<file path="src/hw/cht_regs.svh">
`ifndef CHT_REGS_SVH
`define CHT_REGS_SVH
// Register indices; byte address is four times the index
`define CHT_IDX_OPT 6'h01
`define CHT_IDX_CUR 6'h02
`define CHT_IDX_VLIM 6'h04
`define CHT_IDX_DCLIM 6'h0E
`define CHT_IDX_FAULT 6'h20
`define CHT_IDX_HST 6'h22
`define CHT_IDX_HCFG 6'h23
`define CHT_IDX_CMP 6'h30
`define CHT_IDX_MON 6'h31
`define CHT_IDX_PROT 6'h32
`define CHT_IDX_PEAK 6'h33
`define CHT_IDX_OVLD 6'h37
`define CHT_IDX_HEN 6'h38
`define CHT_IDX_THR 6'h3B
`define CHT_IDX_DGL 6'h3C
// Field positions
`define CHT_OPT_LP 7
`define CHT_FAULT_SOVP 4
`define CHT_HCFG_EXT 6
`define CHT_HCFG_HOLD 3
`define CHT_MON_SYS 5
`define CHT_PROT_OC2X 2
// Reset value and low power comparator code
`define CHT_OPT_RST 8'hE0
`define CHT_CMP_LP 3'h4
// Timing
`define CHT_CLK_NS 50
`define CHT_MS_NS 1000000
`define CHT_INPUT_OVERCURRENT_MS 300
`define CHT_WD0_S 40
`define CHT_WD1_S 80
`define CHT_WD2_S 175
`define CHT_DG_UNIT_CYC 20
`endif

</file>
<file path="src/hw/cht_pkg.sv">
package cht_pkg;
  // Monitor inputs from the analog front end, asynchronous to sys_clk
  typedef struct packed {
    logic surge_discharge;
    logic sys_drop;
    logic load_high;
    logic peak_raw;
    logic avg_raw;
    logic discharge_raw;
    logic sys_low_raw;
    logic charger_ok;
    logic cell_config_pin;
    logic comparator_output;
    logic input_droop_raw;
    logic vap_active;
    logic cmp_in_above;
    logic input_overvoltage;
    logic oc_133;
    logic oc_2x;
    logic system_overvoltage;
    logic adapter_present;
  } cht_mon_s;
  typedef struct packed {
    logic converter_en;
    logic charge_en;
    logic overload_sel;
    logic charger_ok;
  } cht_ctl_s;
  typedef enum logic [1:0] {HOT_IDLE, HOT_PULSE, HOT_EXT, HOT_HOLD} cht_hot_e;
  typedef enum logic [1:0] {PP_IDLE, PP_OVLD, PP_DC} cht_pp_e;
endpackage

</file>
<file path="src/hw/cht_top.sv">
// The placing of the registers and the AXI4-Lite slave port were chosen for this implementation.
`timescale 1ns/1ps
`include "cht_regs.svh"
module cht_top #(
  parameter int MS_CYC = `CHT_MS_NS / `CHT_CLK_NS
) (
  input wire logic sys_clk,
  input wire logic rst,
  input wire logic [7:0] s_axi_awaddr,
  input wire logic s_axi_awvalid,
  output logic s_axi_awready,
  input wire logic [31:0] s_axi_wdata,
  input wire logic [3:0] s_axi_wstrb,
  input wire logic s_axi_wvalid,
  output logic s_axi_wready,
  output logic [1:0] s_axi_bresp,
  output logic s_axi_bvalid,
  input wire logic s_axi_bready,
  input wire logic [7:0] s_axi_araddr,
  input wire logic s_axi_arvalid,
  output logic s_axi_arready,
  output logic [31:0] s_axi_rdata,
  output logic [1:0] s_axi_rresp,
  output logic s_axi_rvalid,
  input wire logic s_axi_rready,
  input wire cht_pkg::cht_mon_s monitors,
  output logic processor_hot_n,
  output cht_pkg::cht_ctl_s ctl,
  output logic [4:0] overload_current_limit,
  output logic [7:0] dc_current_limit,
  output logic [7:0] charge_current_setting,
  output logic [7:0] charge_voltage_limit,
  output logic [7:0] threshold_cfg,
  output logic [7:0] comparator_cfg
);
  localparam int MSW = $clog2(MS_CYC + 1);

  function automatic logic [5:0] reg_idx(input logic [7:0] a);
    return a[7:2];
  endfunction

  function automatic logic mapped(input logic [5:0] i);
    unique case (i)
      `CHT_IDX_OPT, `CHT_IDX_CUR, `CHT_IDX_VLIM, `CHT_IDX_DCLIM,
      `CHT_IDX_FAULT, `CHT_IDX_HST, `CHT_IDX_HCFG, `CHT_IDX_CMP,
      `CHT_IDX_MON, `CHT_IDX_PROT, `CHT_IDX_PEAK, `CHT_IDX_OVLD,
      `CHT_IDX_HEN, `CHT_IDX_THR, `CHT_IDX_DGL: return 1'b1;
      default: return 1'b0;
    endcase
  endfunction

  ////////////////////////////////////////////////////////////////////////
  // Input synchronisers and edges
  cht_pkg::cht_mon_s m1_q, m2_q, mp_q;
  // Pins are asynchronous to sys_clk
  always_ff @(posedge sys_clk or posedge rst) begin
    if (rst) begin
      m1_q <= '0;
      m2_q <= '0;
      mp_q <= '0;
    end else begin
      m1_q <= monitors;
      m2_q <= m1_q;
      mp_q <= m2_q;
    end
  end

  // Millisecond tick shared by all slow timers
  logic [MSW-1:0] ms_cnt_q;
  logic ms_tick;
  assign ms_tick = (ms_cnt_q == MSW'(MS_CYC - 1));
  always_ff @(posedge sys_clk or posedge rst) begin
    if (rst) ms_cnt_q <= '0;
    else if (ms_tick) ms_cnt_q <= '0;
    else ms_cnt_q <= ms_cnt_q + 1'b1;
  end

  ////////////////////////////////////////////////////////////////////////
  // Register file and AXI4-Lite slave
  logic [7:0] opt_q, cur_q, vlim_q, dclim_q, cmp_q, mon_q, prot_q;
  logic [7:0] peak_q, ovld_q, hen_q, thr_q, dgl_q, hcfg_q;
  logic sovp_q, hold_q;
  logic [8:0] st_q;
  logic wr_fire, rd_fire, we, wd_expire, hold_set;
  logic [5:0] widx, ridx;
  logic [7:0] wb;
  logic [8:0] ev_act, ev_fire;
  logic [31:0] rd_data;

  assign wr_fire = s_axi_awready & s_axi_awvalid & s_axi_wvalid;
  assign rd_fire = s_axi_arready & s_axi_arvalid;
  assign widx = reg_idx(s_axi_awaddr);
  assign ridx = reg_idx(s_axi_araddr);
  assign wb = s_axi_wdata[7:0];
  assign we = wr_fire & s_axi_wstrb[0] & mapped(widx);

  // Take address and data together, answer one cycle later
  always_ff @(posedge sys_clk or posedge rst) begin
    if (rst) begin
      s_axi_awready <= 1'b0;
      s_axi_wready <= 1'b0;
      s_axi_bvalid <= 1'b0;
      s_axi_bresp <= 2'h0;
    end else begin
      s_axi_awready <= 1'b0;
      s_axi_wready <= 1'b0;
      if (s_axi_awvalid && s_axi_wvalid && !s_axi_awready
          && !s_axi_bvalid) begin
        s_axi_awready <= 1'b1;
        s_axi_wready <= 1'b1;
      end
      if (wr_fire) begin
        s_axi_bvalid <= 1'b1;
        s_axi_bresp <= mapped(widx) ? 2'h0 : 2'h2;
      end else if (s_axi_bready) begin
        s_axi_bvalid <= 1'b0;
      end
    end
  end

  // Read data mux; reserved bits read zero
  always_comb begin
    rd_data = 32'h0000_0000;
    unique case (ridx)
      `CHT_IDX_OPT: rd_data[7:0] = opt_q;
      `CHT_IDX_CUR: rd_data[7:0] = cur_q;
      `CHT_IDX_VLIM: rd_data[7:0] = vlim_q;
      `CHT_IDX_DCLIM: rd_data[7:0] = dclim_q;
      `CHT_IDX_FAULT: rd_data[`CHT_FAULT_SOVP] = sovp_q;
      `CHT_IDX_HST: rd_data[7:0] = st_q[7:0];
      `CHT_IDX_HCFG: rd_data[7:0] = {hcfg_q[7:4], hold_q, hcfg_q[2:1],
                                     st_q[8]};
      `CHT_IDX_CMP: rd_data[7:0] = cmp_q;
      `CHT_IDX_MON: rd_data[7:0] = mon_q;
      `CHT_IDX_PROT: rd_data[7:0] = prot_q;
      `CHT_IDX_PEAK: rd_data[7:0] = peak_q;
      `CHT_IDX_OVLD: rd_data[7:0] = ovld_q;
      `CHT_IDX_HEN: rd_data[7:0] = hen_q;
      `CHT_IDX_THR: rd_data[7:0] = thr_q;
      `CHT_IDX_DGL: rd_data[7:0] = dgl_q;
      default: rd_data = 32'h0000_0000;
    endcase
  end

  always_ff @(posedge sys_clk or posedge rst) begin
    if (rst) begin
      s_axi_arready <= 1'b0;
      s_axi_rvalid <= 1'b0;
      s_axi_rdata <= 32'h0000_0000;
      s_axi_rresp <= 2'h0;
    end else begin
      s_axi_arready <= s_axi_arvalid && !s_axi_arready && !s_axi_rvalid;
      if (rd_fire) begin
        s_axi_rvalid <= 1'b1;
        s_axi_rdata <= rd_data;
        s_axi_rresp <= mapped(ridx) ? 2'h0 : 2'h2;
      end else if (s_axi_rready) begin
        s_axi_rvalid <= 1'b0;
      end
    end
  end

  // Plain configuration registers
  always_ff @(posedge sys_clk or posedge rst) begin
    if (rst) begin
      opt_q <= `CHT_OPT_RST;
      vlim_q <= 8'h00;
      dclim_q <= 8'h00;
      cmp_q <= 8'h00;
      mon_q <= 8'h00;
      prot_q <= 8'h00;
      peak_q <= 8'h00;
      ovld_q <= 8'h00;
      hen_q <= 8'h00;
      thr_q <= 8'h00;
      dgl_q <= 8'h00;
      hcfg_q <= 8'h00;
    end else if (we) begin
      unique case (widx)
        `CHT_IDX_OPT: opt_q <= wb;
        `CHT_IDX_VLIM: vlim_q <= wb;
        `CHT_IDX_DCLIM: dclim_q <= wb;
        `CHT_IDX_CMP: cmp_q <= wb;
        `CHT_IDX_MON: mon_q <= wb;
        `CHT_IDX_PROT: prot_q <= wb;
        `CHT_IDX_PEAK: peak_q <= wb;
        `CHT_IDX_OVLD: ovld_q <= wb;
        `CHT_IDX_HEN: hen_q <= wb;
        `CHT_IDX_THR: thr_q <= wb;
        `CHT_IDX_DGL: dgl_q <= wb;
        `CHT_IDX_HCFG: hcfg_q <= {wb[7:4], 1'b0, wb[2:0]};
        default: ;
      endcase
    end
  end

  // Charge current: watchdog expiry zeroes it, a write in that cycle wins
  always_ff @(posedge sys_clk or posedge rst) begin
    if (rst) cur_q <= 8'h00;
    else if (we && widx == `CHT_IDX_CUR) cur_q <= wb;
    else if (wd_expire) cur_q <= 8'h00;
  end

  ////////////////////////////////////////////////////////////////////////
  // Event detection
  logic [3:0] dg_raw, dg_q;
  assign dg_raw = {m2_q.comparator_output, m2_q.discharge_raw,
                   m2_q.avg_raw, m2_q.peak_raw};

  // Deglitch: output follows input only after it stays put long enough
  genvar g;
  generate
    for (g = 0; g < 4; g++) begin : gen_dg
      logic [7:0] cnt_q;
      logic [7:0] lim;
      assign lim = 8'(dgl_q[2*g +: 2] * `CHT_DG_UNIT_CYC);
      always_ff @(posedge sys_clk or posedge rst) begin
        if (rst) begin
          cnt_q <= 8'h00;
          dg_q[g] <= 1'b0;
        end else if (dg_raw[g] == dg_q[g]) begin
          cnt_q <= 8'h00;
        end else if (cnt_q >= lim) begin
          dg_q[g] <= dg_raw[g];
          cnt_q <= 8'h00;
        end else begin
          cnt_q <= cnt_q + 1'b1;
        end
      end
    end
  endgenerate

  logic cmp_prev_q;
  always_ff @(posedge sys_clk or posedge rst) begin
    if (rst) cmp_prev_q <= 1'b0;
    else cmp_prev_q <= dg_q[3];
  end

  // Bits 0..7 follow the event enable register, bit 8 is VAP exit
  assign ev_act[0] = dg_q[0];
  assign ev_act[1] = dg_q[1];
  assign ev_act[2] = dg_q[2];
  assign ev_act[3] = m2_q.sys_low_raw;
  assign ev_act[4] = mp_q.charger_ok & ~m2_q.charger_ok;
  assign ev_act[5] = mp_q.cell_config_pin & ~m2_q.cell_config_pin;
  assign ev_act[6] = cmp_prev_q & ~dg_q[3];
  assign ev_act[7] = m2_q.input_droop_raw;
  assign ev_act[8] = mp_q.vap_active & ~m2_q.vap_active;
  assign ev_fire = ev_act & {1'b1, hen_q};

  // Low power throttle: comparator above its fixed level
  logic lp_fire;
  assign lp_fire = opt_q[`CHT_OPT_LP] && hen_q == 8'h00
                   && cmp_q[6:4] == `CHT_CMP_LP
                   && mon_q[`CHT_MON_SYS] && m2_q.cmp_in_above;

  ////////////////////////////////////////////////////////////////////////
  // Throttle pulse sequencer
  cht_pkg::cht_hot_e hot_q, hot_d;
  logic [3:0] pw_q, pw_ms;
  logic any_fire, any_act;
  assign any_fire = (|ev_fire) | lp_fire;
  assign any_act = (|(ev_act[7:0] & hen_q & ~8'h30)) | lp_fire;
  assign pw_ms = 4'h1 << hcfg_q[5:4];
  assign hold_set = any_fire & (hcfg_q[`CHT_HCFG_EXT]
                                | ev_fire[7] | ev_fire[8]);

  always_comb begin
    hot_d = hot_q;
    unique case (hot_q)
      cht_pkg::HOT_IDLE: if (any_fire) hot_d = cht_pkg::HOT_PULSE;
      cht_pkg::HOT_PULSE: if (ms_tick && pw_q == 4'h0) begin
        if (hold_q) hot_d = cht_pkg::HOT_HOLD;
        else if (any_act) hot_d = cht_pkg::HOT_EXT;
        else hot_d = cht_pkg::HOT_IDLE;
      end
      cht_pkg::HOT_EXT: begin
        if (hold_q) hot_d = cht_pkg::HOT_HOLD;
        else if (!any_act) hot_d = cht_pkg::HOT_IDLE;
      end
      cht_pkg::HOT_HOLD: if (!hold_q) hot_d = cht_pkg::HOT_IDLE;
    endcase
  end

  // Width counts whole ms ticks plus one, so the pulse is never short
  always_ff @(posedge sys_clk or posedge rst) begin
    if (rst) begin
      hot_q <= cht_pkg::HOT_IDLE;
      pw_q <= 4'h0;
      processor_hot_n <= 1'b1;
    end else begin
      hot_q <= hot_d;
      processor_hot_n <= (hot_d == cht_pkg::HOT_IDLE);
      if (hot_q == cht_pkg::HOT_IDLE) pw_q <= pw_ms;
      else if (ms_tick && pw_q != 4'h0) pw_q <= pw_q - 1'b1;
    end
  end

  // Hold flag: host writes zero to release, a new trigger wins
  always_ff @(posedge sys_clk or posedge rst) begin
    if (rst) hold_q <= 1'b0;
    else if (hold_set) hold_q <= 1'b1;
    else if (we && widx == `CHT_IDX_HCFG && !wb[`CHT_HCFG_HOLD])
      hold_q <= 1'b0;
  end

  // Sticky status; a read clears only bits whose event has gone
  always_ff @(posedge sys_clk or posedge rst) begin
    if (rst) begin
      st_q <= 9'h000;
    end else begin
      for (int i = 0; i < 9; i++) begin
        if (ev_fire[i] || (i == 6 && lp_fire)) st_q[i] <= 1'b1;
        else if (rd_fire && !ev_act[i]
                 && ((i < 8 && ridx == `CHT_IDX_HST)
                     || (i == 8 && ridx == `CHT_IDX_HCFG)))
          st_q[i] <= 1'b0;
      end
    end
  end

  ////////////////////////////////////////////////////////////////////////
  // Two-level input limit sequencer
  cht_pkg::cht_pp_e pp_q;
  logic [5:0] pp_cnt_q, overload_time, peak_cycle_time;
  logic pp_en, pp_trig;
  always_comb begin
    unique case (peak_q[7:6])
      2'h0: overload_time = 6'd1;
      2'h1: overload_time = 6'd2;
      2'h2: overload_time = 6'd10;
      2'h3: overload_time = 6'd20;
    endcase
    unique case (peak_q[1:0])
      2'h0: peak_cycle_time = 6'd5;
      2'h1: peak_cycle_time = 6'd10;
      2'h2: peak_cycle_time = 6'd20;
      2'h3: peak_cycle_time = 6'd40;
    endcase
  end
  assign pp_en = |peak_q[5:4];
  assign pp_trig = (peak_q[5] & m2_q.surge_discharge)
                   | (peak_q[4] & m2_q.sys_drop);

  // Counter runs from cycle start in ms; equal times never leave overload
  always_ff @(posedge sys_clk or posedge rst) begin
    if (rst) begin
      pp_q <= cht_pkg::PP_IDLE;
      pp_cnt_q <= 6'h00;
    end else if (!pp_en) begin
      pp_q <= cht_pkg::PP_IDLE;
      pp_cnt_q <= 6'h00;
    end else begin
      unique case (pp_q)
        cht_pkg::PP_IDLE: if (pp_trig) begin
          pp_q <= cht_pkg::PP_OVLD;
          pp_cnt_q <= 6'h00;
        end
        cht_pkg::PP_OVLD: if (ms_tick) begin
          pp_cnt_q <= pp_cnt_q + 1'b1;
          if (pp_cnt_q + 6'h01 >= overload_time && overload_time != peak_cycle_time)
            pp_q <= cht_pkg::PP_DC;
        end
        cht_pkg::PP_DC: if (ms_tick) begin
          pp_cnt_q <= pp_cnt_q + 1'b1;
          if (pp_cnt_q + 6'h01 >= peak_cycle_time) begin
            pp_cnt_q <= 6'h00;
            pp_q <= m2_q.load_high ? cht_pkg::PP_OVLD
                                   : cht_pkg::PP_IDLE;
          end
        end
        default: pp_q <= cht_pkg::PP_IDLE;
      endcase
    end
  end

  ////////////////////////////////////////////////////////////////////////
  // Charge watchdog
  logic [17:0] wd_q, wd_lim;
  logic wd_susp_q, wd_kick;
  always_comb begin
    unique case (opt_q[6:5])
      2'h1: wd_lim = 18'(`CHT_WD0_S * 1000);
      2'h2: wd_lim = 18'(`CHT_WD1_S * 1000);
      default: wd_lim = 18'(`CHT_WD2_S * 1000);
    endcase
  end
  assign wd_kick = we && (widx == `CHT_IDX_CUR || widx == `CHT_IDX_VLIM);
  assign wd_expire = opt_q[6:5] != 2'h0 && ms_tick && wd_q + 18'h1 >= wd_lim
                     && !wd_kick;

  always_ff @(posedge sys_clk or posedge rst) begin
    if (rst) begin
      wd_q <= '0;
      wd_susp_q <= 1'b0;
    end else if (wd_kick) begin
      wd_q <= '0;
      wd_susp_q <= 1'b0;
    end else if (opt_q[6:5] == 2'h0) begin
      wd_q <= '0;
      wd_susp_q <= 1'b0;
    end else if (wd_expire) begin
      wd_q <= '0;
      wd_susp_q <= 1'b1;
    end else if (ms_tick && !wd_susp_q) begin
      wd_q <= wd_q + 1'b1;
    end
  end

  ////////////////////////////////////////////////////////////////////////
  // Input and system protection
  logic [8:0] oc_q;
  logic oc_trip, oc_hold;
  assign oc_trip = prot_q[`CHT_PROT_OC2X] ? m2_q.oc_2x : m2_q.oc_133;
  assign oc_hold = oc_q != 9'h000;

  // Restart delay counted in ms ticks after the trip
  always_ff @(posedge sys_clk or posedge rst) begin
    if (rst) oc_q <= 9'h000;
    else if (oc_trip && !oc_hold) oc_q <= 9'(`CHT_INPUT_OVERCURRENT_MS);
    else if (ms_tick && oc_hold) oc_q <= oc_q - 1'b1;
  end

  // System overvoltage latch; a new trip wins over the clear
  always_ff @(posedge sys_clk or posedge rst) begin
    if (rst) sovp_q <= 1'b0;
    else if (m2_q.system_overvoltage) sovp_q <= 1'b1;
    else if ((we && widx == `CHT_IDX_FAULT && !wb[`CHT_FAULT_SOVP])
             || (m2_q.adapter_present && !mp_q.adapter_present))
      sovp_q <= 1'b0;
  end

  // Registered control outputs
  always_ff @(posedge sys_clk or posedge rst) begin
    if (rst) begin
      ctl <= '0;
    end else begin
      ctl.charger_ok <= !m2_q.input_overvoltage;
      ctl.converter_en <= !m2_q.input_overvoltage && !oc_hold
                          && !oc_trip && !sovp_q;
      ctl.charge_en <= !m2_q.input_overvoltage && !oc_hold && !sovp_q
                       && pp_q == cht_pkg::PP_IDLE && !wd_susp_q;
      ctl.overload_sel <= (pp_q == cht_pkg::PP_OVLD);
    end
  end

  // Register values driven to the analog side
  assign overload_current_limit = ovld_q[7:3];
  assign dc_current_limit = dclim_q;
  assign charge_current_setting = cur_q;
  assign charge_voltage_limit = vlim_q;
  assign threshold_cfg = thr_q;
  assign comparator_cfg = cmp_q;
endmodule // cht_top

</file>
<file path="config.mk">
export PLATFORM = sky130hd
export DESIGN_NAME = cht_top
export DESIGN_NICKNAME = d
export VERILOG_FILES = /design/src/hw/cht_pkg.sv /design/src/hw/cht_top.sv
export VERILOG_INCLUDE_DIRS = /design/src /design/src/hw
export SDC_FILE = /design/constraint.sdc
export NUM_CORES = 1
export LEC_CHECK = 0
export BUFFER_PORTS_ARGS = -buffer_cell sky130_fd_sc_hd__buf_2
export CAP_MARGIN = 20
export CORE_UTILIZATION = 55
export DETAILED_ROUTE_END_ITERATION = 12
export GPL_ROUTABILITY_DRIVEN = 0
export PLACE_DENSITY = 0.76
export SETUP_SLACK_MARGIN = 0.1
export SLEW_MARGIN = 20
export SYNTH_ARGS = -nofsm -noshare
export SYNTH_HDL_FRONTEND = slang
export SYNTH_SLANG_ARGS = --single-unit
</file>
<file path="constraint.sdc">
create_clock -name sys_clk -period 18.57 [get_ports sys_clk]
set_input_delay 0.9285 -clock sys_clk [delete_from_list [all_inputs] [get_ports sys_clk]]
set_output_delay 0.9285 -clock sys_clk [all_outputs]
set_load 0.005 [all_outputs]
</file>
Yosys cells after proc, flatten, opt, wreduce, memory -nomap -nowiden
Memories as Yosys holds them, arrays and structs flattened.
Index checks and enable logic that the tools add are counted.
Storage, ports and cells
  register bits after elaboration: 269
  bits in latches: 0
  bits in writable memories: 0
  memory bits (read-only): 192
  input port bits: 77
  output and inout bits: 91
  word-level logic and storage cells: 405
  memories: 3
Cells by class
  add/subtract/negate cells: 9
  multiply operators: 4
  div/mod/pow operators: 0
  magnitude comparators: 7
  eq/ne operators: 55
  shift operators: 1
  multiplexer cells: 82
  bitwise operators: 27
  reduce and logical (&&, ||, !) cells: 124
Memories
  (name not given): depth 64, width 1, read ports 1, clocked after memory_dff 0, write ports 0, line cht_top.sv:43  | unique case (i)
  (name not given): depth 64, width 1, read ports 1, clocked after memory_dff 0, write ports 0, line cht_top.sv:43
  (name not given): depth 64, width 1, read ports 1, clocked after memory_dff 0, write ports 0, line cht_top.sv:43
Operator list (count)
  6-bit equality test, second input constant: 21
  8-bit 2-to-1 mux: 10
  18-bit 2-to-1 mux: 4
  4-bit one-hot mux with 14 select lines: 1
  1-bit logical AND: 49
  6-bit one-hot mux with 4 select lines: 2
  3-bit one-hot mux with 14 select lines: 1
  18-bit one-hot mux with 2 select lines: 1
  1-bit 2-to-1 mux: 34
  2-bit nonzero test: 17
  8-bit by 1-bit adder with 8-bit output, second input constant: 4
  8-bit by 7-bit >= comparator with 1-bit output: 4
  2-bit AND reduction: 16
  2-bit 2-to-1 mux: 15
  6-bit 2-to-1 mux: 5
  1-bit logical NOT: 22
  2-bit by 3-bit multiplier with 5-bit output, second input constant: 4
  18-bit by 1-bit adder with 18-bit output, second input constant: 1
  18-bit >= comparator: 1
  9-bit 2-to-1 mux: 2
  6-bit one-hot mux with 3 select lines: 1
  2-bit equality test, second input constant: 8
  15-bit by 1-bit adder with 15-bit output, second input constant: 1
  15-bit equality test, second input constant: 1
  37 further kinds: 84

Logic depth before layout (Yosys ltp)
Gate-level depths: netlist (run 1).
  depth in word-level cells: 11
  mapped depth: 13
  depth with buffers taken out: 11

Least setup slack after synthesis (run 1)
Ideal clock, no wire load.
  kind: in2reg
  start point: in s_axi_awaddr[2]
  end point: reg vlim_q[0] (netlist: charge_voltage_limit[0])
  setup time: 0.128 ns
  data arrival time: 2.839 ns
  required time: 18.442 ns
  slack: 15.604 ns
  stages: 9
  path buffers: 1
  path through: inv_1 > ha_1 > nor4b_1 > a311oi_2 > a21oi_2 > nand2_1 > or4_1 > buf_2 > mux2_1
On the way
  longest elaborated chain between the ends: 3
  elaborated cells between the ends (all ways): 4
  those cells by class: eq/ne: 1; bitwise: 1; reduce/logical: 1; memory: 1
RTL lines
  from (decl): line cht_top.sv:9  | input wire logic [7:0] s_axi_awaddr,
  memory 64 x 1 bit
  1-bit bitwise AND: line cht_top.sv:95  | assign we = wr_fire & s_axi_wstrb[0] & mapped(widx);
  2-bit AND reduction (no line) (*)
  to (signal assigned): line cht_top.sv:181  | `CHT_IDX_VLIM: vlim_q <= wb;
  to (decl): line cht_top.sv:80  | logic [7:0] opt_q, cur_q, vlim_q, dclim_q, cmp_q, mon_q, prot_q;
Mark *: on every way between the ends. The rest lies on a longest branch, timed or not.
A chain may end at the register's enable or synchronous reset.

Worst setup path in the final report (run 1)
  start point: reg wd_q[0]
  end point: reg cur_q[2] (netlist: charge_current_setting[2])
On the way
  longest elaborated chain between the ends: 5
RTL lines
  from (decl): line cht_top.sv:379  | logic [17:0] wd_q, wd_lim;
  from (signal assigned): line cht_top.sv:406  | wd_q <= wd_q + 1'b1;
  18-bit by 1-bit adder with 18-bit output: line cht_top.sv:389  | assign wd_expire = opt_q[6:5] != 2'h0 && ms_tick && wd_q + 18'h1 >= wd_lim
  18-bit >= comparator: line cht_top.sv:389
  1-bit logical AND: line cht_top.sv:389
  1-bit logical AND: line cht_top.sv:390  | && !wd_kick;
  2-bit nonzero test (no line)
  to (signal assigned): line cht_top.sv:200  | else if (we && widx == `CHT_IDX_CUR) cur_q <= wb;
  to (decl): line cht_top.sv:80
No other way between the ends.

==> results of run 1 <==
==> worst max-delay path, delay by kind of cell (launching register included) <==
| family | cells | cell delay [ns] |
|---|---|---|
| xor+xnor | 1 | 0.18 |
| compound gates | 2 | 1.19 |
| simple gates | 5 | 1.03 |
| fa+ha+maj | 2 | 0.52 |
| flops | 1 | 0.43 |
==> layer usage <==
| metal | vias to the layer above | share of wire | GRT usage |
|---|---|---|---|
| li1 | 4422 | - | - |
| met4 | 0 | 0.025 | 0.06889 |
| met3 | 69 | 0.075 | 0.04323 |
| met2 | 378 | 0.47 | 0.4294 |
| met1 | 4788 | 0.43 | 0.3618 |
| met5 | - | 0 | 0 |
==> power by group through the flow <==
stage | clock, mW | sequential, mW | combinational (mW)
finish | 0.660 | 0.619 | 0.0825
global route | 0.692 | 0.621 | 0.0939
CTS | 0.667 | 0.619 | 0.0831
detailed placement | 0 | 0.629 | 0.0824
global placement | 0 | 0.628 | 0.0796
floorplan | 0 | 0.624 | 0.0564
==> flip-flops by register name, summed over array words and instances, names as in the netlist, 6 cells and up <==
signal,flops
charge_voltage_limit,8
ms_cnt_q,15
pp_cnt_q,6
m1_q,18
hcfg_q,6
oc_q,9
hen_q,8
m2_q,12
charge_current_setting,8
peak_q,8
wd_q,18
comparator_cfg,8
st_q,9
dgl_q,8
threshold_cfg,8
opt_q,8
prot_q,8
s_axi_rdata,8
mon_q,8
gen_dg.cnt_q,32
dc_current_limit,8
ovld_q,8
==> cells in the final DEF, fill, tap and decap left out, types with 9 or more instances in the layout <==
master	instances
dfrtp_1	262
buf_2	110
nor2_1	91
nand2_1	78
ha_1	73
mux2_2	67
inv_1	66
nand3_1	47
xor2_1	41
o21ai_0	39
xnor2_1	37
nor3_1	35
a21oi_1	32
conb_1	30
clkbuf_16	28
a22oi_1	27
mux2_1	25
and3_1	20
nand2b_1	18
nand4_1	14
mux2i_1	13
a21o_1	11
a221oi_1	10
nor4_1	10
bufinv_16	9
==> metrics by stage <==
stage | setup WS [ns] | std cells | instance area (µm²)
finish | 15.04 | 1655 | 15090
floorplan | 10.32 | 1245 | 13390
global placement | 14.66 | 1602 | 13980
CTS | 15.09 | 1654 | 15090
global route | 14.77 | 1654 | 15090
detailed placement | 14.62 | 1602 | 13980
==> worst max-delay path by stage <==
| stage | cells after the start | slack, ns | endpoint |
|---|---|---|---|
| after global placement | 9 | 14.66 | charge_current_setting[0] |
| after global routing | 11 | 14.77 | charge_current_setting[1] |
| after floorplan | 1 | 10.32 | charge_current_setting[0] |
| final | 10 | 15.04 | charge_current_setting[2] |
| after detailed placement | 9 | 14.62 | charge_current_setting[2] |
| after CTS | 10 | 15.09 | charge_current_setting[2] |
==> kinds of logic (layout without fill, tap and decap cells) <==
logic type / after synthesis / in the layout / share of synthesized area
flops: 266 / 266 / 0.5016
fa+ha+maj: 73 / 73 / 0.06878
xor+xnor: 78 / 78 / 0.05145
mux: 105 / 105 / 0.08782
buf+inv: 144 / 234 / 0.05069
other cells: 1 / 31 / 0.0002824
simple gates: 378 / 378 / 0.1492
compound gates: 171 / 171 / 0.09017
==> area by class of cell <==
class,count,area [µm²]
timing repair buffer,115,588.1
antenna,1,2.502
sequential,266,6661
inverter,67,259.0
multi-input combinational,835,6075
clock buffer,35,767.0
fill,1793,8448
tap,319,399.1
clock inverter,17,342.8
==> impl_metrics.py, run 1 <==
metrics = {
    "grt": {
        "grt_pass1_vias": 9404,
        "overflow": 0,
        "antenna_found_initial": 0,
        "track_usage": 0.2621,
        "grt_pass1_wl_um": 50310,
        "grt_max_degree": 139,
    },
    "synthesis": {
        "synth_cells": 1216,
        "yosys-top-cells-area": "dfrtp_1, ha_1, mux2_2, xor2_1, nor2_1",
        "synth_area_per_cell_um2": 10.92,
        "synth_common_cells": "dfrtp_1, nor2_1, nand2_1",
        "yosysMostFrequentCell": "dfrtp_1",
        "synth_seq_cells": 266,
        "yosys.area.top_type": "dfrtp_1",
        "synth_top_cell_area_share": 0.4937,
        "synth_area_mm2": 0.01328,
        "ys.flop_type": "dfrtp_1",
        "ys_seq_area_frac": 0.5016,
        "synth_cell_types": 72,
        "synthArstFlopShare": 1.000,
        "synth-edff-count": 0,
        "yosys_warnings": 0,
    },
    "layout": {
        "fin_util": 0.6412,
        "final_nets": 1463,
        "area.growth.synth_to_final_pct": 13.67,
        "drive_above_1_share": 0.1970,
    },
    "worst_setup_path": {
        "crit_arrival_ns": 3.91,
        "crit_required_ns": 18.96,
        "critPathKind": "reg -> reg",
        "cp-start-kind": "register",
        "cp_slowest_cell": "a311oi_2",
        "r2r_end": "charge_current_setting[2]",
        "end_kind": "register",
        "timing.rr.start": "wd_q[0]",
        "cpPeakStageDelay_ns": 0.92,
        "rrSetupSlack_ns": 15.04,
        "path_max_fanout": 8,
        "reg2reg_depth": 10,
        "cp-startpoint": "wd_q[0]",
        "path_cells": "ha_1 -> and3_1 -> nand3_1 -> xnor2_1 -> ha_1 -> nand4_1 -> nor3_1 -> o2111ai_1 -> a311oi_2 -> nor2_1",
        "crit_top_cell": "ha_1",
    },
    "routing": {
        "detail_route.wl_per_cell_um": 19.10,
        "vias": 9657,
        "viasPerCell": 5.835,
        "ant_nets": 0,
        "routed_wl_um": 31610,
        "drc": 0,
        "drtPass1Iterations": 8,
        "drt_iter0_drc": 738,
    },
    "run": {
        "drv_cap": 0,
    },
    "min_path": {
        "min_path_type": "reg -> reg",
        "min_to": "m2_q[17]",
        "hold_path_depth": 0,
        "hp-start": "m1_q[17]",
    },
    "cts": {
        "clock-sinks": 266,
        "path_clk_slew_ns": 0.06,
        "cts_setup_buffers": 0,
        "clock_latency_ns": 0.57,
        "cts-resized-gates": 0,
        "numCtsBuffers": 28,
        "cts.path.max_buffers": 3,
        "cts_max_level": 1,
        "ctsHoldBuffers": 0,
        "clockRootBuffer": "clkbuf_16",
        "cts_tree": "done",
    },
    "timing": {
        "fin_crit_sh": 0.1899,
        "hold_viol_final": 0,
        "rsz0062_at_grt": "no",
        "min_period_ns": 3.526,
        "finalMaxSlewViolations": 0,
        "holdWs_ns": 0.3424,
        "slew_headroom": 0.2083,
        "clock.fmax_mhz": 283.6,
        "finalClockSkew_ns": 0.02497,
        "setup-tns-final_ns": 0,
        "setup_viol": 0,
        "worst_pin_slew_ns": 1.183,
    },
    "power_and_ir_drop": {
        "p_leak_nw": 7.222,
        "total_power_mw": 1.362,
        "power.share.switching": 0.2280,
        "p_clk_frac": 0.485,
        "peakVddDrop_uv": 68.60,
        "power_switching_uw": 310.4,
        "internal_power_mw": 1.051,
        "power_frac_comb": 0.061,
        "seqPwrFrac": 0.455,
        "p_per_area_mw_per_mm2": 90.21,
    },
    "outcome": {
        "status": "complete, no violations",
    },
    "floorplanning": {
        "ios": 168,
        "die_h_um": 157.4,
        "rows": 56,
        "coreArea_mm2": 0.02354,
        "die_area_mm2": 0.02477,
        "die_w_um": 157.4,
        "initial_core_util": 0.5640,
    },
    "placed_design": {
        "place_hpwl_um": 21650,
        "io_buffers": 110,
    },
}
Note: power is estimated with default switching activity, not from simulation.
==> run 2, diff against run 1 <==
- clock period: 18.57 -> 3.45 ns (I/O delays scaled with it)
==> run 2 against run 1 <==
Maximum frequency grew 15%. Clock skew shrank 0.017 ns. Worst setup slack lost 15 ns. Critical endpoint is now charge_current_setting[6]. Largest cell class unchanged. Sequential share of layout area shrank 0.58 points. Critical path depth grew 1. Largest power group is now registers.
==> impl_metrics.py, run 2 (synthesized netlist as in run 1, its figures left out) <==
metrics = {
    "outcome": {
        "status": "complete, no violations",
    },
    "layout": {
        "area.growth.synth_to_final_pct": 15.18,
        "final_nets": 1501,
        "drive_above_1_share": 0.1984,
        "final_cells": 1690,
        "largest-register": "gen_dg.cnt_q",
        "final_common_cell": "dfrtp_1",
        "top_regs": "gen_dg.cnt_q (32), m1_q (18), wd_q (18)",
        "final_cell_mix": "dfrtp_1, buf_2, nor2_1, nand2_1, ha_1",
        "fill_cells": 1823,
        "fin_util": 0.6497,
        "diodes": 0,
        "largest_reg_flops": 32,
    },
    "floorplanning": {
        "coreArea_mm2": 0.02354,
        "rows": 56,
        "die_area_mm2": 0.02477,
        "initial_core_util": 0.5640,
        "ios": 168,
        "die_w_um": 157.4,
        "die_h_um": 157.4,
    },
    "placed_design": {
        "preCtsSetupSlack_ns": 0.05431,
        "io_buffers": 110,
        "place_hpwl_um": 21580,
        "dp.cells": 1613,
    },
    "worst_setup_path": {
        "cpPeakStageDelay_ns": 0.42,
        "worst-path-buf-inv": 1,
        "end_kind": "register",
        "timing.rr.start": "wd_q[0]",
        "cp_top_family": "simple AND/OR/NAND/NOR gates",
        "path_cells": "ha_1 -> and3_1 -> nand3_1 -> xnor2_1 -> ha_1 -> nand4_1 -> nor3_1 -> o2111ai_1 -> a311oi_4 -> buf_4 -> nor2_1",
        "crit_cells": 11,
        "reg2reg_depth": 11,
        "path_max_fanout": 6,
        "critPathKind": "reg -> reg",
        "crit_required_ns": 3.89,
        "cp_slowest_cell": "dfrtp_1",
        "crit_arrival_ns": 3.50,
        "cp-start-kind": "register",
        "crit_top_cell": "ha_1",
        "cp-startpoint": "wd_q[0]",
    },
    "grt": {
        "track_usage": 0.2609,
        "antenna_found_initial": 0,
        "overflow": 0,
        "grt_max_degree": 145,
        "grt_pass1_wl_um": 50030,
        "grt_pass1_vias": 9440,
    },
    "routing": {
        "drtPass1Iterations": 5,
        "routed_wl_um": 31520,
        "ant_nets": 0,
        "drt_iter0_drc": 795,
        "detail_route.wl_per_cell_um": 18.65,
        "drc": 0,
        "vias": 9789,
        "viasPerCell": 5.792,
    },
    "min_path": {
        "min_path_type": "in -> reg",
        "hp-start": "s_axi_wdata[1]",
        "hold_path_depth": 3,
    },
    "timing": {
        "finalMaxSlewViolations": 0,
        "min_period_ns": 3.062,
        "hold_viol_final": 0,
        "fin_crit_sh": 0.8874,
        "rsz0062_at_grt": "no",
        "fin_ws_ns": 0.3883,
        "worst_pin_slew_ns": 1.099,
        "setup_viol": 0,
        "slew_headroom": 0.2646,
        "finalClockSkew_ns": 0.007573,
        "clock.fmax_mhz": 326.6,
    },
    "power_and_ir_drop": {
        "p_per_area_mw_per_mm2": 448.4,
        "seqPwrFrac": 0.486,
        "internal_power_mw": 5.245,
        "peakVddDrop_uv": 300.3,
        "power.share.switching": 0.2352,
        "p_leak_nw": 7.320,
        "power_switching_mw": 1.613,
        "power_frac_comb": 0.068,
        "p_clk_frac": 0.446,
    },
    "cts": {
        "cts_max_level": 1,
        "cts_tree": "done",
        "path_clk_slew_ns": 0.06,
        "clock-sinks": 266,
        "cts.path.max_buffers": 3,
        "clockRootBuffer": "clkbuf_16",
        "numCtsBuffers": 28,
        "clock_latency_ns": 0.55,
    },
    "run": {
        "drv_cap": 0,
    },
}
[run 2: changes by cell type in the layout (fill, tap and decap cells not counted), moves of 2 or more]
cell / change
buf_12: +2
clkinvlp_4: +4
buf_4: +11
bufinv_16: -6
dlygate4sd3_1: +25
[run 2: layout make-up]
cell class | instances | area (µm²) | share of cell area
Multi-Input combinational cell | 835 | 6071 | 0.3969
Inverter | 67 | 255.2 | 0.01669
Clock inverter | 13 | 162.7 | 0.01063
Sequential cell | 266 | 6661 | 0.4355
Clock buffer | 37 | 784.5 | 0.05129
Tap cell | 319 | 399.1 | 0.02610
Timing Repair Buffer | 153 | 960.9 | 0.06283
[run 2: what timing repair did]
| action | in CTS | in global routing |
|---|---|---|
| gates resized for setup | 1 | 0 |
| pin swaps | 0 | 1 |
| hold buffers | 25 | 0 |
| hold endpoints to repair | 285 | 0 |
| endpoints found under the setup margin | 6 | 8 |
| buffers inserted | 0 | 2 |
[run 2: final timing paths]
kind / endpoint / slack (ns)
min: dgl_q[1] / 0.02
min reg2reg: m2_q[15] / 0.34
max reg2reg: charge_current_setting[6] / 0.39
max in group asynchronous: mon_q[1] / 2.42
max: charge_current_setting[6] / 0.39
min in group asynchronous: pw_q[0] / 0.34
[run 2: stage by stage]
stage          TNS [ns]  total power, mW  hold slack [ns]  instance area [µm²]
6_report              0            6.858          0.02296                15290
5_1_grt               0            7.111          0.01541                15290
4_1_cts               0            6.899          0.01252                15280
3_5_place_dp          0            3.831           0.2818                14070
3_3_place_gp          0            3.814           0.2802                14070
2_1_floorplan    -60.45            3.664           0.2039                13390
[run 2: per-layer routing]
| metal | GRT usage | vias up | part of all wire |
|---|---|---|---|
| met3 | 0.04708 | 68 | 0.070 |
| met5 | 0 | - | 0 |
| met1 | 0.3552 | 4816 | 0.43 |
| met2 | 0.4161 | 407 | 0.46 |
| li1 | - | 4498 | - |
| met4 | 0.09894 | 0 | 0.033 |
[run 2: worst register-to-register path, cell delays in order (launching register included)]
cell and delay, ns:
dfrtp_1 0.42, ha_1 0.23, and3_1 0.31, nand3_1 0.21, xnor2_1 0.18, ha_1 0.30, nand4_1 0.11, nor3_1 0.26
o2111ai_1 0.30, a311oi_4 0.37, buf_4 0.21, nor2_1 0.06
[run 2: power groups by stage]
stage,registers (mW),clock network (mW),logic (mW)
floorplan,3.36,0,0.304
global placement,3.38,0,0.432
detailed placement,3.38,0,0.446
CTS,3.33,3.10,0.472
global route,3.35,3.23,0.533
finish,3.33,3.06,0.469
==> run 3, diff against run 2 <==
- BUFFER_PORTS_ARGS: -buffer_cell sky130_fd_sc_hd__buf_2 -> unset
- CORE_MARGIN: unset -> 10
- DONT_BUFFER_PORTS: unset -> 1
- PLACE_DENSITY: 0.76 -> 0.7
- RECOVER_POWER: unset -> 100
==> run 3 against run 2 <==
The flow now finishes with violations (capacitance limit, slew limit). Die area increased by 24%. Global-route usage is 5.0 points lower. First-iteration DRC count is 9.1% higher. Flip-flop and latch count unchanged. Largest power group is now the clock network. Worst setup slack got worse by 0.067 ns. Critical path depth is the same. Sequential power barely moved. Highest routed layer unchanged. Routed wire length rose by 4.6%.
==> impl_metrics.py, run 3 (synthesized netlist as in run 1, its figures left out) <==
metrics = {
    "outcome": {
        "status": "finished, violations left",
        "failed_checks": "capacitance limit, slew limit",
    },
    "floorplanning": {
        "initial_core_util": 0.5624,
        "die_area_mm2": 0.03076,
        "coreArea_mm2": 0.02361,
        "rows": 56,
        "ios": 168,
        "die_h_um": 175.4,
        "die_w_um": 175.4,
    },
    "cts": {
        "cts_max_level": 1,
        "cts_tree": "done",
        "path_clk_slew_ns": 0.06,
        "clock-sinks": 266,
        "cts.path.max_buffers": 3,
        "numCtsBuffers": 29,
        "clock_latency_ns": 0.56,
        "clockRootBuffer": "clkbuf_16",
    },
    "layout": {
        "final_common_cell": "dfrtp_1",
        "largest-register": "gen_dg.cnt_q",
        "top_regs": "gen_dg.cnt_q (32), m1_q (18), wd_q (18)",
        "final_cells": 1596,
        "area.growth.synth_to_final_pct": 11.94,
        "largest_reg_flops": 32,
        "final_nets": 1404,
        "drive_above_1_share": 0.1159,
        "final_cell_mix": "dfrtp_1, nor2_1, nand2_1, ha_1, mux2_2",
        "diodes": 0,
    },
    "timing": {
        "setup-tns-final_ns": 0,
        "slew_headroom": -0.09727,
        "min_period_ns": 3.129,
        "hold_viol_final": 0,
        "holdWs_ns": 0.01968,
        "clock.fmax_mhz": 319.6,
        "finalMaxSlewViolations": 34,
        "worst_pin_slew_ns": 1.646,
        "fin_crit_sh": 0.9069,
        "rsz0062_at_grt": "no",
        "setup_viol": 0,
        "finalClockSkew_ns": 0.01859,
    },
    "routing": {
        "ant_nets": 0,
        "drtPass1Iterations": 7,
        "drt_iter0_drc": 867,
        "viasPerCell": 5.844,
        "vias": 9327,
        "routed_wl_um": 32970,
        "drc": 0,
        "detail_route.wl_per_cell_um": 20.66,
    },
    "grt": {
        "grt_pass1_vias": 9357,
        "antenna_found_initial": 0,
        "grt_max_degree": 107,
        "track_usage": 0.2112,
        "overflow": 0,
        "grt_pass1_wl_um": 52350,
    },
    "worst_setup_path": {
        "end_kind": "register",
        "critPathKind": "reg -> reg",
        "cp-start-kind": "register",
        "cpPeakStageDelay_ns": 0.57,
        "crit_required_ns": 3.91,
        "cp_slowest_cell": "dfstp_2",
        "path_max_fanout": 11,
        "crit_arrival_ns": 3.59,
        "worst-path-buf-inv": 3,
        "path_cells": "inv_1 -> ha_1 -> inv_1 -> ha_1 -> and3_1 -> a221oi_1 -> o221ai_1 -> o2111ai_1 -> o221ai_1 -> buf_4 -> nor3_1",
        "cp_top_family": "compound AO/OA/AOI/OAI gates",
    },
    "placed_design": {
        "place_hpwl_um": 22740,
        "dp.cells": 1505,
        "io_buffers": 0,
    },
    "power_and_ir_drop": {
        "p_per_area_mw_per_mm2": 483.4,
        "peakVddDrop_uv": 428.9,
        "total_power_mw": 7.186,
        "p_leak_nw": 6.856,
    },
    "run": {
        "drv_cap": 3,
    },
    "min_path": {
        "min_path_type": "in -> reg",
    },
}
-- run 3: worst paths after layout --
kind	cells after the start	startpoint	slack, ns	end
min in group asynchronous	2	rst	0.37	cmp_prev_q
min reg2reg	0	m1_q[14]	0.34	dg_raw[0]
max reg2reg	11	opt_q[5]	0.32	wd_q[12]
min	3	s_axi_araddr[5]	0.02	s_axi_rresp[1]
max in group asynchronous	3	rst	1.03	gen_dg[1].cnt_q[6]
max	11	opt_q[5]	0.32	wd_q[12]
-- run 3: what timing repair did --
action                                  4_1_cts  5_1_grt
pin swaps                                     0        1
hold endpoints to repair                    156        0
hold buffers                                 36        0
endpoints found under the setup margin        7        8
gates resized for setup                       1        0
setup buffers                                 0        1
-- run 3: worst min-delay path: stages --
cell and delay, ns:
o22ai_1 0.11, a211oi_1 0.10, a21o_1 0.15
-- run 3: power breakdown --
group | switching, mW | total (mW) | internal (mW)
Combinational | 0.238 | 0.383 | 0.145
Clock | 1.31 | 3.45 | 2.14
Sequential | 0.115 | 3.35 | 3.24
-- run 3: layout make-up --
cell class              count  area, µm²
clock buffers              36      782.0
clock inverters            18      286.5
fillers                  1883       8748
inverters                  67      252.7
multi-input cells         835       6003
flip-flops and latches    266       6661
well taps                 319      399.1
repair buffers             55      479.2
-- run 3: metrics by stage --
step | worst slack [ns] | area, µm² | utilization
3_3_place_gp | 0.2457 | 13540 | 0.5732
6_report | 0.3210 | 14860 | 0.6295
3_5_place_dp | 0.07856 | 13540 | 0.5732
4_1_cts | 0.2361 | 14980 | 0.6342
5_1_grt | 0.08038 | 14860 | 0.6295
2_1_floorplan | -0.2307 | 13390 | -
-- run 3: metal layers --
layer / GRT usage / up-vias / share of wire
li1: - / 4321 / -
met3: 0.05940 / 67 / 0.098
met2: 0.3322 / 347 / 0.46
met5: 0 / - / 0
met1: 0.2780 / 4592 / 0.41
met4: 0.06499 / 0 / 0.030
